$ cat config.mk
export PLATFORM = sky130hd
export DESIGN_NAME = apm_power_cmd
export DESIGN_NICKNAME = d
export VERILOG_FILES = /design/src/inc/apm_pkg.sv /design/src/apm_power_cmd.sv
export VERILOG_INCLUDE_DIRS = /design/src /design/src/inc
export SDC_FILE = /design/constraint.sdc
export NUM_CORES = 1
export LEC_CHECK = 0
export BUFFER_PORTS_ARGS = -buffer_cell sky130_fd_sc_hd__buf_2
export CORE_ASPECT_RATIO = 2
export CORE_UTILIZATION = 65
export CTS_CLUSTER_DIAMETER = 100
export DETAILED_ROUTE_END_ITERATION = 10
export PLACE_DENSITY = 0.86
export SLEW_MARGIN = 20
export SYNTH_ARGS = -nofsm -noshare
export SYNTH_HDL_FRONTEND = slang
export SYNTH_SLANG_ARGS = --single-unit
$ cat constraint.sdc
create_clock -name core_clk_i -period 17 [get_ports core_clk_i]
set_clock_uncertainty 0.2 [all_clocks]
set_input_delay 3.4 -clock core_clk_i [delete_from_list [all_inputs] [get_ports core_clk_i]]
set_output_delay 3.4 -clock core_clk_i [all_outputs]
set_load 0.02 [all_outputs]
$ cat src/inc/apm_map.svh
`ifndef APM_MAP_SVH
`define APM_MAP_SVH

// Task-file offsets
`define APM_OFS_FEATURES 10'h1f1
`define APM_OFS_ERROR    10'h1f1
`define APM_OFS_SECCNT   10'h1f2
`define APM_OFS_SECNUM   10'h1f3
`define APM_OFS_CYLLO    10'h1f4
`define APM_OFS_CYLHI    10'h1f5
`define APM_OFS_DRVHEAD  10'h1f6
`define APM_OFS_CMD      10'h1f7
`define APM_OFS_STATUS   10'h1f7

// Opcodes
`define APM_OP_IDLEI_A   8'h95
`define APM_OP_IDLEI_B   8'he1
`define APM_OP_STBY_A    8'h96
`define APM_OP_STBY_B    8'he2
`define APM_OP_STBYI_A   8'h94
`define APM_OP_STBYI_B   8'he0

// Opcode ranges that move the heads
`define APM_SEEK1_LO     8'h10
`define APM_SEEK1_HI     8'h4f
`define APM_SEEK2_LO     8'h70
`define APM_SEEK2_HI     8'h7f
`define APM_SEEK3_LO     8'hc4
`define APM_SEEK3_HI     8'hcb

// Field positions
`define APM_ST_BSY       7
`define APM_ST_DRDY      6
`define APM_ST_DSC       4
`define APM_ST_ERR       0
`define APM_ER_ABRT      2
`define APM_DH_DV        4

// Reset values
`define APM_SC_RST       8'h01
`define APM_SN_RST       8'h01

// Timer period decode
`define APM_SC_5S_MAX    8'hf0
`define APM_SC_30M_MAX   8'hfb
`define APM_SC_21M       8'hfc
`define APM_SC_8H        8'hfd
`define APM_CLK_HZ       25000000
`define APM_UNIT_S       5
`define APM_T30M_S       1800
`define APM_T21M_S       1260
`define APM_T8H_S        28800
`define APM_T21M15_S     1275
`define APM_TICK_CYC     (`APM_UNIT_S * `APM_CLK_HZ)
`define APM_U_30M        13'(`APM_T30M_S / `APM_UNIT_S)
`define APM_U_21M        13'(`APM_T21M_S / `APM_UNIT_S)
`define APM_U_8H         13'(`APM_T8H_S / `APM_UNIT_S)
`define APM_U_21M15      13'(`APM_T21M15_S / `APM_UNIT_S)

`endif

$ cat src/inc/apm_pkg.sv
package apm_pkg;

  typedef enum logic [0:0] {
    APM_PWR_IDLE = 1'b0,
    APM_PWR_STBY = 1'b1
  } apm_pwr_e;

  typedef enum logic [1:0] {
    APM_FSM_READY  = 2'b00,
    APM_FSM_SPINUP = 2'b01,
    APM_FSM_EXEC   = 2'b10,
    APM_FSM_DONE   = 2'b11
  } apm_fsm_e;

  typedef struct packed {
    logic [9:0] addr;
    logic [7:0] data;
    logic       wr;
    logic       rd;
  } apm_bus_s;

  typedef struct packed {
    logic [7:0] op;
    logic       start;
  } apm_exec_s;

  typedef struct packed {
    apm_bus_s    bus_s1;
    apm_bus_s    bus_s2;
    logic        wr_d;
    logic        rd_d;
    logic        spin_s1;
    logic        spin_s2;
    apm_fsm_e    fsm;
    apm_pwr_e    pwr;
    logic [7:0]  feat;
    logic [7:0]  sc;
    logic [7:0]  sn;
    logic [7:0]  cl;
    logic [7:0]  ch;
    logic [7:0]  dh;
    logic [7:0]  err;
    logic [7:0]  op;
    logic        intrq;
    logic [7:0]  rdata;
    logic        spindle;
    logic        ape_en;
    logic [12:0] period;
    logic [12:0] units;
    logic [26:0] pre;
    logic        exec_start;
  } apm_state_s;

endpackage

$ cat src/apm_power_cmd.sv
`timescale 1ns/1ns
`default_nettype none
`include "apm_map.svh"

module apm_power_cmd #(
  parameter int         TICK_CYCLES = `APM_TICK_CYC,
  parameter logic [0:0] DRIVE_NUM   = 1'b0
) (
  input  wire logic               core_clk_i,
  input  wire logic               sys_rst_i,
  input  wire apm_pkg::apm_bus_s  host_bus_i,
  output logic [7:0]              host_rdata_o,
  output logic                    intrq_o,
  output logic                    spindle_on_o,
  output logic                    standby_o,
  input  wire logic               spin_ready_i,
  output apm_pkg::apm_exec_s      exec_o,
  input  wire logic               cmd_done_i,
  input  wire logic               cmd_err_i
);
  import apm_pkg::*;

  apm_state_s s_reg;
  apm_state_s s_next;

  logic       wr_ev;
  logic       rd_ev;
  logic       busy;
  logic       cmd_acc;
  logic       tick;
  logic [7:0] status_val;

  function automatic logic [12:0] period_units(input logic [7:0] sc);
    logic [12:0] u;
    u = 13'h0;
    if (sc <= `APM_SC_5S_MAX) begin
      u = {5'h0, sc};
    end else if (sc <= `APM_SC_30M_MAX) begin
      u = 13'(sc - `APM_SC_5S_MAX) * `APM_U_30M;
    end else if (sc == `APM_SC_21M) begin
      u = `APM_U_21M;
    end else if (sc == `APM_SC_8H) begin
      u = `APM_U_8H;
    end else begin
      u = `APM_U_21M15;
    end
    return u;
  endfunction

  function automatic logic needs_seek(input logic [7:0] op);
    return (op >= `APM_SEEK1_LO && op <= `APM_SEEK1_HI) ||
           (op >= `APM_SEEK2_LO && op <= `APM_SEEK2_HI) ||
           (op >= `APM_SEEK3_LO && op <= `APM_SEEK3_HI);
  endfunction

  function automatic logic is_idlei(input logic [7:0] op);
    return op == `APM_OP_IDLEI_A || op == `APM_OP_IDLEI_B;
  endfunction

  function automatic logic is_stby(input logic [7:0] op);
    return op == `APM_OP_STBY_A || op == `APM_OP_STBY_B;
  endfunction

  function automatic logic is_stbyi(input logic [7:0] op);
    return op == `APM_OP_STBYI_A || op == `APM_OP_STBYI_B;
  endfunction

  // Edges are taken on the second synchroniser stage only
  assign wr_ev   = s_reg.bus_s2.wr & ~s_reg.wr_d;
  assign rd_ev   = s_reg.bus_s2.rd & ~s_reg.rd_d;
  assign busy    = s_reg.fsm != APM_FSM_READY;
  // Writes while busy are dropped; host must wait for completion
  assign cmd_acc = wr_ev && !busy && s_reg.bus_s2.addr == `APM_OFS_CMD
                   && s_reg.dh[`APM_DH_DV] == DRIVE_NUM;
  assign tick    = s_reg.pre == 27'(TICK_CYCLES - 1);

  always_comb begin
    status_val                = 8'h0;
    status_val[`APM_ST_BSY]   = busy;
    status_val[`APM_ST_DRDY]  = !busy;
    status_val[`APM_ST_DSC]   = !busy;
    status_val[`APM_ST_ERR]   = s_reg.err != 8'h0;
  end

  always_comb begin
    s_next            = s_reg;
    s_next.bus_s1     = host_bus_i;
    s_next.bus_s2     = s_reg.bus_s1;
    s_next.wr_d       = s_reg.bus_s2.wr;
    s_next.rd_d       = s_reg.bus_s2.rd;
    s_next.spin_s1    = spin_ready_i;
    s_next.spin_s2    = s_reg.spin_s1;
    s_next.exec_start = 1'b0;

    // Power-down countdown runs only while idle and not busy
    if (!busy && s_reg.pwr == APM_PWR_IDLE && s_reg.ape_en) begin
      if (tick) begin
        s_next.pre   = 27'h0;
        s_next.units = s_reg.units - 13'h1;
        if (s_reg.units <= 13'h1) begin
          s_next.pwr     = APM_PWR_STBY;
          s_next.spindle = 1'b0;
        end
      end else begin
        s_next.pre = s_reg.pre + 27'h1;
      end
    end

    if (rd_ev) begin
      if (s_reg.bus_s2.addr == `APM_OFS_STATUS) begin
        s_next.rdata = status_val;
        s_next.intrq = 1'b0;
      end else if (s_reg.bus_s2.addr == `APM_OFS_ERROR) begin
        s_next.rdata = s_reg.err;
      end else if (s_reg.bus_s2.addr == `APM_OFS_SECCNT) begin
        s_next.rdata = s_reg.sc;
      end else if (s_reg.bus_s2.addr == `APM_OFS_SECNUM) begin
        s_next.rdata = s_reg.sn;
      end else if (s_reg.bus_s2.addr == `APM_OFS_CYLLO) begin
        s_next.rdata = s_reg.cl;
      end else if (s_reg.bus_s2.addr == `APM_OFS_CYLHI) begin
        s_next.rdata = s_reg.ch;
      end else if (s_reg.bus_s2.addr == `APM_OFS_DRVHEAD) begin
        s_next.rdata = s_reg.dh;
      end else begin
        s_next.rdata = 8'h0;
      end
    end

    if (wr_ev && !busy) begin
      if (s_reg.bus_s2.addr == `APM_OFS_FEATURES) begin
        s_next.feat = s_reg.bus_s2.data;
      end else if (s_reg.bus_s2.addr == `APM_OFS_SECCNT) begin
        s_next.sc = s_reg.bus_s2.data;
      end else if (s_reg.bus_s2.addr == `APM_OFS_SECNUM) begin
        s_next.sn = s_reg.bus_s2.data;
      end else if (s_reg.bus_s2.addr == `APM_OFS_CYLLO) begin
        s_next.cl = s_reg.bus_s2.data;
      end else if (s_reg.bus_s2.addr == `APM_OFS_CYLHI) begin
        s_next.ch = s_reg.bus_s2.data;
      end else if (s_reg.bus_s2.addr == `APM_OFS_DRVHEAD) begin
        s_next.dh = s_reg.bus_s2.data;
      end
    end

    case (s_reg.fsm)
      APM_FSM_READY: begin
        if (cmd_acc) begin
          s_next.op    = s_reg.bus_s2.data;
          s_next.intrq = 1'b0;
          s_next.err   = 8'h0;
          s_next.units = s_reg.period;
          s_next.pre   = 27'h0;
          if (is_idlei(s_reg.bus_s2.data)) begin
            // Timer enable and period are left as they are; the countdown reloads from period
            s_next.pwr     = APM_PWR_IDLE;
            s_next.spindle = 1'b1;
            s_next.fsm     = APM_FSM_DONE;
          end else if (is_stby(s_reg.bus_s2.data)) begin
            // Stopped spindle simply stays stopped
            s_next.pwr     = APM_PWR_STBY;
            s_next.spindle = 1'b0;
            s_next.ape_en  = s_reg.sc != 8'h0;
            s_next.period  = period_units(s_reg.sc);
            s_next.units   = period_units(s_reg.sc);
            if (s_reg.sc == 8'h0) begin
              s_next.ape_en = 1'b0;
            end
            // No wait for spin-down before completing
            s_next.fsm     = APM_FSM_DONE;
          end else if (is_stbyi(s_reg.bus_s2.data)) begin
            s_next.pwr     = APM_PWR_STBY;
            s_next.spindle = 1'b0;
            s_next.fsm     = APM_FSM_DONE;
          end else if (needs_seek(s_reg.bus_s2.data) && s_reg.pwr == APM_PWR_STBY) begin
            s_next.spindle = 1'b1;
            s_next.fsm     = APM_FSM_SPINUP;
          end else begin
            s_next.exec_start = 1'b1;
            s_next.fsm        = APM_FSM_EXEC;
          end
        end
      end
      APM_FSM_SPINUP: begin
        if (s_reg.spin_s2) begin
          s_next.pwr        = APM_PWR_IDLE;
          s_next.exec_start = 1'b1;
          s_next.fsm        = APM_FSM_EXEC;
        end
      end
      APM_FSM_EXEC: begin
        if (cmd_done_i) begin
          s_next.err[`APM_ER_ABRT] = cmd_err_i;
          s_next.fsm               = APM_FSM_DONE;
        end
      end
      APM_FSM_DONE: begin
        // Set wins over a status read in the same cycle
        s_next.intrq = 1'b1;
        s_next.units = s_reg.period;
        s_next.pre   = 27'h0;
        s_next.fsm   = APM_FSM_READY;
      end
      default: begin
        s_next.fsm = APM_FSM_READY;
      end
    endcase
  end

  always_ff @(posedge core_clk_i or posedge sys_rst_i) begin
    if (sys_rst_i) begin
      s_reg         <= '0;
      s_reg.fsm     <= APM_FSM_READY;
      s_reg.pwr     <= APM_PWR_IDLE;
      s_reg.sc      <= `APM_SC_RST;
      s_reg.sn      <= `APM_SN_RST;
      s_reg.spindle <= 1'b1;
    end else begin
      s_reg <= s_next;
    end
  end

  assign host_rdata_o = s_reg.rdata;
  assign intrq_o      = s_reg.intrq;
  assign spindle_on_o = s_reg.spindle;
  assign standby_o    = s_reg.pwr[0];
  // One assignment for the whole carrier; a variable port takes a single driver
  assign exec_o       = '{op: s_reg.op, start: s_reg.exec_start};
endmodule // apm_power_cmd
`default_nettype wire

======== Word-level counts from Yosys, hierarchy flattened ========
Cells that the tools add are included.
cells by class
  add/subtract/negate cells ............... 3
  multiply operators ...................... 1
  $lt $le $gt $ge ......................... 9
  eq/ne operators ......................... 22
  muxes and demuxes ....................... 52
  bitwise logic cells ..................... 12
  reduce and logical (&&, ||, !) cells .... 29
operator list
  operator                                                                number
  27-bit 2-to-1 mux                                                       3
  40-bit one-hot mux with 2 select lines                                  1
  10-bit by 9-bit == test with 1-bit output, second input constant        7
  13-bit 2-to-1 mux                                                       5
  8-bit == test, second input constant                                    8
  56-bit 2-to-1 mux                                                       1
  8-bit 2-to-1 mux                                                        7
  40-bit 2-to-1 mux                                                       1
  27-bit by 1-bit adder with 27-bit output, second input constant         1
  27-bit == test, second input constant                                   1
  8-bit <= comparator, second input constant                              3
  1-bit 2-to-1 mux                                                        19
  8-bit by 7-bit <= comparator with 1-bit output, second input constant   2
  15-bit 2-to-1 mux                                                       1
  13-bit by 1-bit <= comparator with 1-bit output, second input constant  1
  13-bit by 6-bit multiplier with 10-bit output, second input constant    1
  13-bit by 1-bit subtractor with 13-bit output, second input constant    1
  12-bit 2-to-1 mux                                                       1
  3-bit 2-to-1 mux                                                        4
  1-bit NOT                                                               10
  1-bit logical AND                                                       9
  9-bit 2-to-1 mux                                                        1
  3-bit AND reduction                                                     3
  8-bit by 8-bit subtractor with 9-bit output, second input constant      1
  21 further kinds                                                        36
word-level totals
  flip-flop bits (word level) ............. 161
  input port bits ......................... 25
  output and inout bits ................... 20
  logic and storage cells ................. 157

======== Longest topological paths before layout ========
Gate-level depths: netlist of the first run.
  depth after elaboration ................. 11
  gate-level depth with buffers ........... 15
  gate-level depth less buffers ........... 15

======== Worst setup path before layout of the first run ========
No wires, ideal clock.
  path kind ............................... flip-flop to output port
  from .................................... register s_reg, in the netlist spindle_on_o
  to ...................................... output port spindle_on_o
  arrival time ............................ 0.560 ns
  required time ........................... 13.400 ns
  setup slack ............................. 12.840 ns
  cell stages (with the launch flop) ...... 1
  path buffers ............................ 0
  path through ............................ dfstp_2
RTL lines
  what                      RTL line              text
  start: declaration        apm_power_cmd.sv:23   apm_state_s s_reg;
  start signal: assignment  apm_power_cmd.sv:219  s_reg <= s_next;
  end: declaration          apm_power_cmd.sv:14   output logic spindle_on_o,
No word-level cell between the ends.

==> impl_metrics.py, run 1 <==
metrics = {
    "synth": {
        "seq_area_frac_synth_pct": 50.7,
        "synth_edf_count": 0,
        "netlist-cell-type-count": 67,
        "synth_nets": 807,
        "synth-async-reset-ratio_pct": 100,
        "yosys_warnings": 0,
        "syn_area_sq_um": 7950,
        "synth_top_cell_by_area": "dfrtp_1",
        "netlist.area_leader.share_pct": 49.8,
        "avgSynthCellArea_sq_um": 10.6,
        "syn_inst": 748,
        "synth_ff_type": "dfrtp_1",
        "yosys-top-cells-area": "dfrtp_1, mux2_2, ha_1, nand2_1, nor2_1",
        "ys_ff_latch": 161,
    },
    "global_routing": {
        "antenna_found_initial": 0,
        "grt_usage_pct": 32.8,
        "grt_pass1_vias": 6238,
        "grt-ovfl-total": 0,
        "grt_pass1_wl_um": 30600,
        "grt_max_degree": 86,
    },
    "sta": {
        "maxSlewHeadroom_pct": 27.7,
        "worst_pin_slew_ns": 1.08,
        "setup_viol": 0,
        "whs_ns": 0.150,
        "layout_min_cycle_time_ns": 4.75,
        "tns_ns": 0,
        "layout_setup_ws_ns": 12.25,
        "grt_setup_unrepaired": "no",
        "timing.final.crit_share_pct": 27.9,
        "slew_violations": 0,
        "hold_violations": 0,
        "fmax_mhz": 211,
    },
    "setup_path": {
        "worstPathRequired_ns": 17.24,
        "start_kind": "input port",
        "critical_path_class": "in -> async",
        "cp_max_fo": 85,
        "arrival_ns": 4.98,
        "cp-end-kind": "asynchronous set/reset pin",
    },
    "die": {
        "die-area_sq_um": 12700,
        "die_y_um": 158,
        "die_w_um": 80.2,
        "rows": 56,
        "initial_utilization_pct": 67.1,
        "io_pins": 45,
        "core_sq_um": 11800,
    },
    "placed_design": {
        "gp_congestion": 0.913,
        "dpl.hpwl_um": 13100,
        "place_ws_ns": 11.75,
        "portBuffers": 44,
    },
    "clock_tree": {
        "cts_setup_buffers": 0,
        "clkLatencyLatePin_ns": 0.43,
        "holdBufCountCts": 0,
        "cts_sinks": 161,
        "path_clk_slew_ns": 0.07,
        "h-tree-depth": 4,
        "cts_tree": "yes",
        "cts_resized": 0,
        "clockBufferDepth": 2,
        "cts_root_buf": "clkbuf_16",
        "numCtsBuffers": 17,
    },
    "routing": {
        "drt_first_pass_iters": 5,
        "via_count": 6086,
        "wl_per_cell_um": 21.0,
        "drc": 0,
        "wl_um": 19400,
        "routed_via_density": 6.59,
        "drtIter0Drc": 445,
        "drtAntennaViolNets": 0,
    },
    "layout": {
        "antenna_cells": 0,
        "final_core_util_pct": 73.7,
        "area_growth_pct": 9.86,
        "final_common_cell": "dfrtp_1",
        "fillers": 772,
        "largest_reg_flops": 118,
        "fin_nets": 825,
        "drive_gt1_share_pct": 18.0,
        "layout_common_cells": "dfrtp_1, nand2_1, nor2_1",
    },
    "pwr": {
        "p_leak_nw": 4.12,
        "ir_drop_mv": 0.0926,
        "p_per_area_nw_per_um2": 93.3,
    },
    "status": {
        "status": "completed",
    },
    "flow_run": {
        "drv_cap": 0,
    },
    "hold_path": {
        "hold_class": "reg -> reg",
    },
}
## cell type report
type	count	area (sq um)	share of cell area (%)
flip-flops and latches	161	4030	46.2
inverters	46	178	2.04
clock inverters	15	188	2.15
repair buffers	46	235	2.69
multi-input cells	494	3490	40.0
clock buffers	17	425	4.87
well taps	145	181	2.08
## cell families after synthesis
group	synth area share (%)
compound gates	10.6
xor+xnor	5.26
fa+ha+maj	6.20
buf+inv	5.38
flops	50.7
mux	7.27
simple gates	14.5
## per-stage QoR
stage / instance area (sq um) / std cells / power [mW]
floorplan: 7950 / 748 / 0.426
global placement: 8110 / 892 / 0.436
detailed placement: 8110 / 892 / 0.438
CTS: 8730 / 924 / 0.816
global route: 8730 / 924 / 0.837
finish: 8730 / 924 / 0.815
## worst max-delay path, stage by stage
cell and delay [ns]:
buf_2 0.12, inv_6 0.50, buf_4 0.84
## per-layer routing
layer | track usage [%] | vias up | part of all wire, %
met2 | 58.6 | 301 | 55
met3 | 5.90 | 124 | 4.4
met4 | 23.1 | 0 | 6.5
li1 | - | 2639 | -
met5 | 0 | - | 0
met1 | 33.6 | 3022 | 34
## where the power goes
group / switching (mW) / internal, mW
combinational: 0.0217 / 0.0106
clock: 0.183 / 0.200
sequential: 0.00905 / 0.391
total: 0.214 / 0.601
## cells in the mapped netlist, types with 3 or more instances
cell type	instances
a22o_1	4
inv_1	46
nand2b_1	5
or4_1	5
buf_2	6
o22ai_1	18
nor2b_1	5
nor4_1	10
or3_1	6
a31oi_1	3
a21boi_0	4
dfrtp_1	158
o21ai_0	36
a21o_1	6
a22oi_1	6
xnor2_1	22
nand3_1	14
a32oi_1	3
mux2_2	46
and3_1	4
nand4_1	17
nor2_1	60
xor2_1	23
buf_4	17
dfstp_2	3
mux2i_1	6
a21oi_1	23
ha_1	25
and2_1	3
nand3b_1	3
nand2_1	69
clkbuf_1	22
fa_1	9
nor3_1	13
## worst paths after layout
kind / start / end / slack, ns / cells past startpoint
worst max register to register: s_reg[118] / s_reg[40] / 12.45 / 14
worst min register to register: s_next[142] / s_reg[142] / 0.15 / 0
worst max-delay path: sys_rst_i / exec_o[1] / 12.25 / 3
max in group core_clk_i: spindle_on_o / spindle_on_o / 12.27 / 1
min in group asynchronous: sys_rst_i / exec_o[4] / 2.88 / 2
worst min-delay path: s_next[142] / s_reg[142] / 0.15 / 0
Note: power is estimated with default switching activity, not from simulation.
==> run 2: changes to the inputs <==
CORE_UTILIZATION = 61   (was 65)
PLACE_DENSITY = 0.82   (was 0.86)
clock period = 4.5 ns   (was 17 ns; I/O delays follow)
==> impl_metrics.py, run 2 (synthesis gave the netlist of run 1 again) <==
metrics = {
    "status": {
        "status": "completed",
    },
    "setup_path": {
        "max_stage_delay_ns": 0.57,
        "worstPathRequired_ns": 4.58,
        "cp_slowest_cell": "fa_1",
        "r2r-end": "s_reg[40]",
        "cp_max_fo": 5,
        "arrival_ns": 4.38,
        "cp_num_buf_inv": 2,
        "start_kind": "flip-flop",
        "crit_end": "s_reg[40]",
        "reg2reg_from": "s_reg[117]",
        "cp-end-kind": "flip-flop",
        "critical_path_class": "reg -> reg",
        "worst-r2r-setup-slack_ns": 0.20,
        "crit_chain": "ha_1 > xor2_1 > ha_1 > inv_1 > fa_1 > fa_1 > inv_1 > ha_1 > o21ai_0 > o21bai_1 > a21oi_1 > xor3_1 > a21boi_0 > o31ai_1",
        "crit_family": "adder cells",
        "crit_path_start": "s_reg[117]",
        "cpMostUsedCell": "ha_1",
        "reg2reg_depth": 14,
        "cp_num_cells": 14,
    },
    "clock_tree": {
        "cts_setup_buffers": 0,
        "cts_root_buf": "clkbuf_16",
        "cts_tree": "yes",
        "holdBufCountCts": 0,
        "numCtsBuffers": 17,
        "clkLatencyLatePin_ns": 0.42,
        "cts_sinks": 161,
        "path_clk_slew_ns": 0.07,
        "clockBufferDepth": 2,
        "h-tree-depth": 4,
        "cts_resized": 0,
    },
    "global_routing": {
        "grt_pass1_wl_um": 29000,
        "grt-ovfl-total": 0,
        "grt_max_degree": 162,
        "grt_pass1_vias": 6058,
        "grt_usage_pct": 29.2,
        "antenna_found_initial": 0,
    },
    "placed_design": {
        "gp_congestion": 0.914,
        "portBuffers": 44,
        "place_ws_ns": 0.253,
        "dpl.hpwl_um": 12800,
    },
    "pwr": {
        "power.switching_uw": 764,
        "p_leak_nw": 4.13,
        "power.total_mw": 3.04,
        "p_per_area_nw_per_um2": 347,
        "p_int_mw": 2.27,
        "combPwrFrac_pct": 4.2,
        "ir_drop_mv": 0.332,
        "switching_share_pct": 25.2,
        "power_frac_seq_pct": 49.6,
        "p_clk_share_pct": 46.2,
    },
    "layout": {
        "fillers": 938,
        "antenna_cells": 0,
        "area_growth_pct": 10.0,
        "layout_common_cells": "dfrtp_1, nand2_1, nor2_1",
        "largest_reg_flops": 118,
        "drive_gt1_share_pct": 18.3,
        "fin_nets": 829,
        "final_common_cell": "dfrtp_1",
    },
    "sta": {
        "fmax_mhz": 233,
        "slew_violations": 0,
        "grt_setup_unrepaired": "no",
        "timing.final.crit_share_pct": 95.5,
        "layout_min_cycle_time_ns": 4.30,
        "layout_setup_ws_ns": 0.204,
        "hold_violations": 0,
        "maxSlewHeadroom_pct": 29.5,
        "worst_pin_slew_ns": 1.05,
        "tns_ns": 0,
        "setup_viol": 0,
    },
    "die": {
        "rows": 58,
        "io_pins": 45,
        "die-area_sq_um": 13500,
        "initial_utilization_pct": 62.9,
        "die_y_um": 163,
        "core_sq_um": 12600,
        "die_w_um": 82.7,
    },
    "routing": {
        "wl_um": 17800,
        "via_count": 5774,
        "drtIter0Drc": 344,
        "drt_first_pass_iters": 5,
        "wl_per_cell_um": 19.1,
        "drc": 0,
        "routed_via_density": 6.19,
        "drtAntennaViolNets": 0,
    },
    "hold_path": {
        "hold_class": "reg -> reg",
    },
    "flow_run": {
        "drv_cap": 0,
    },
}
[run 2: area by class of cell]
type                       instances  area, sq um  area share (%)
clock buffer                      18          439            5.02
timing repair buffer              50          278            3.18
sequential                       161         4030            46.1
inverter                          46          176            2.02
clock inverter                    14          144            1.65
multi-input combinational        494         3490            39.9
tap                              150          188            2.15
[run 2: metrics by stage]
stage | area [sq um] | hold slack (ns) | std cells | utilization (%)
floorplan | 7950 | 0.131 | 748 | -
global placement | 8160 | 0.132 | 901 | 64.6
detailed placement | 8160 | 0.136 | 901 | 64.6
CTS | 8740 | 0.151 | 933 | 69.2
global route | 8740 | 0.154 | 933 | 69.2
finish | 8740 | 0.148 | 933 | 69.2
[run 2: power groups by stage]
stage	sequential, mW	clock, mW	combinational (mW)
finish	1.51	1.40	0.127
global route	1.51	1.47	0.141
CTS	1.51	1.42	0.128
detailed placement	1.53	0	0.127
global placement	1.53	0	0.123
floorplan	1.52	0	0.0894
[run 2: per-layer routing]
layer  vias to the layer above  global-route usage (%)  part of all wire [%]  wire, um
met4                         0                    19.4                   5.5       977
li1                       2641                       -                     -         -
met3                        73                    5.81                   3.9       687
met1                      2864                    29.5                    35      6230
met2                       196                    51.9                    56      9930
met5                         -                       0                     0         0
[run 2: how the worst min path moves through the flow]
stage,from,to,cells past startpoint
after detailed placement,s_next[147],s_reg[147],0
after floorplan,s_next[136],s_next[134],0
final,s_next[147],s_reg[147],0
after global routing,s_next[148],s_reg[148],0
after global placement,s_next[147],s_reg[147],0
after CTS,s_next[148],s_reg[148],0
[run 2: worst reg2reg max path: stages (launching register included)]
cell and delay [ns]:
dfrtp_1 0.42, ha_1 0.27, xor2_1 0.24, ha_1 0.31, inv_1 0.08, fa_1 0.45
fa_1 0.57, inv_1 0.05, ha_1 0.35, o21ai_0 0.18, o21bai_1 0.08, a21oi_1 0.16
xor3_1 0.41, a21boi_0 0.27, o31ai_1 0.11
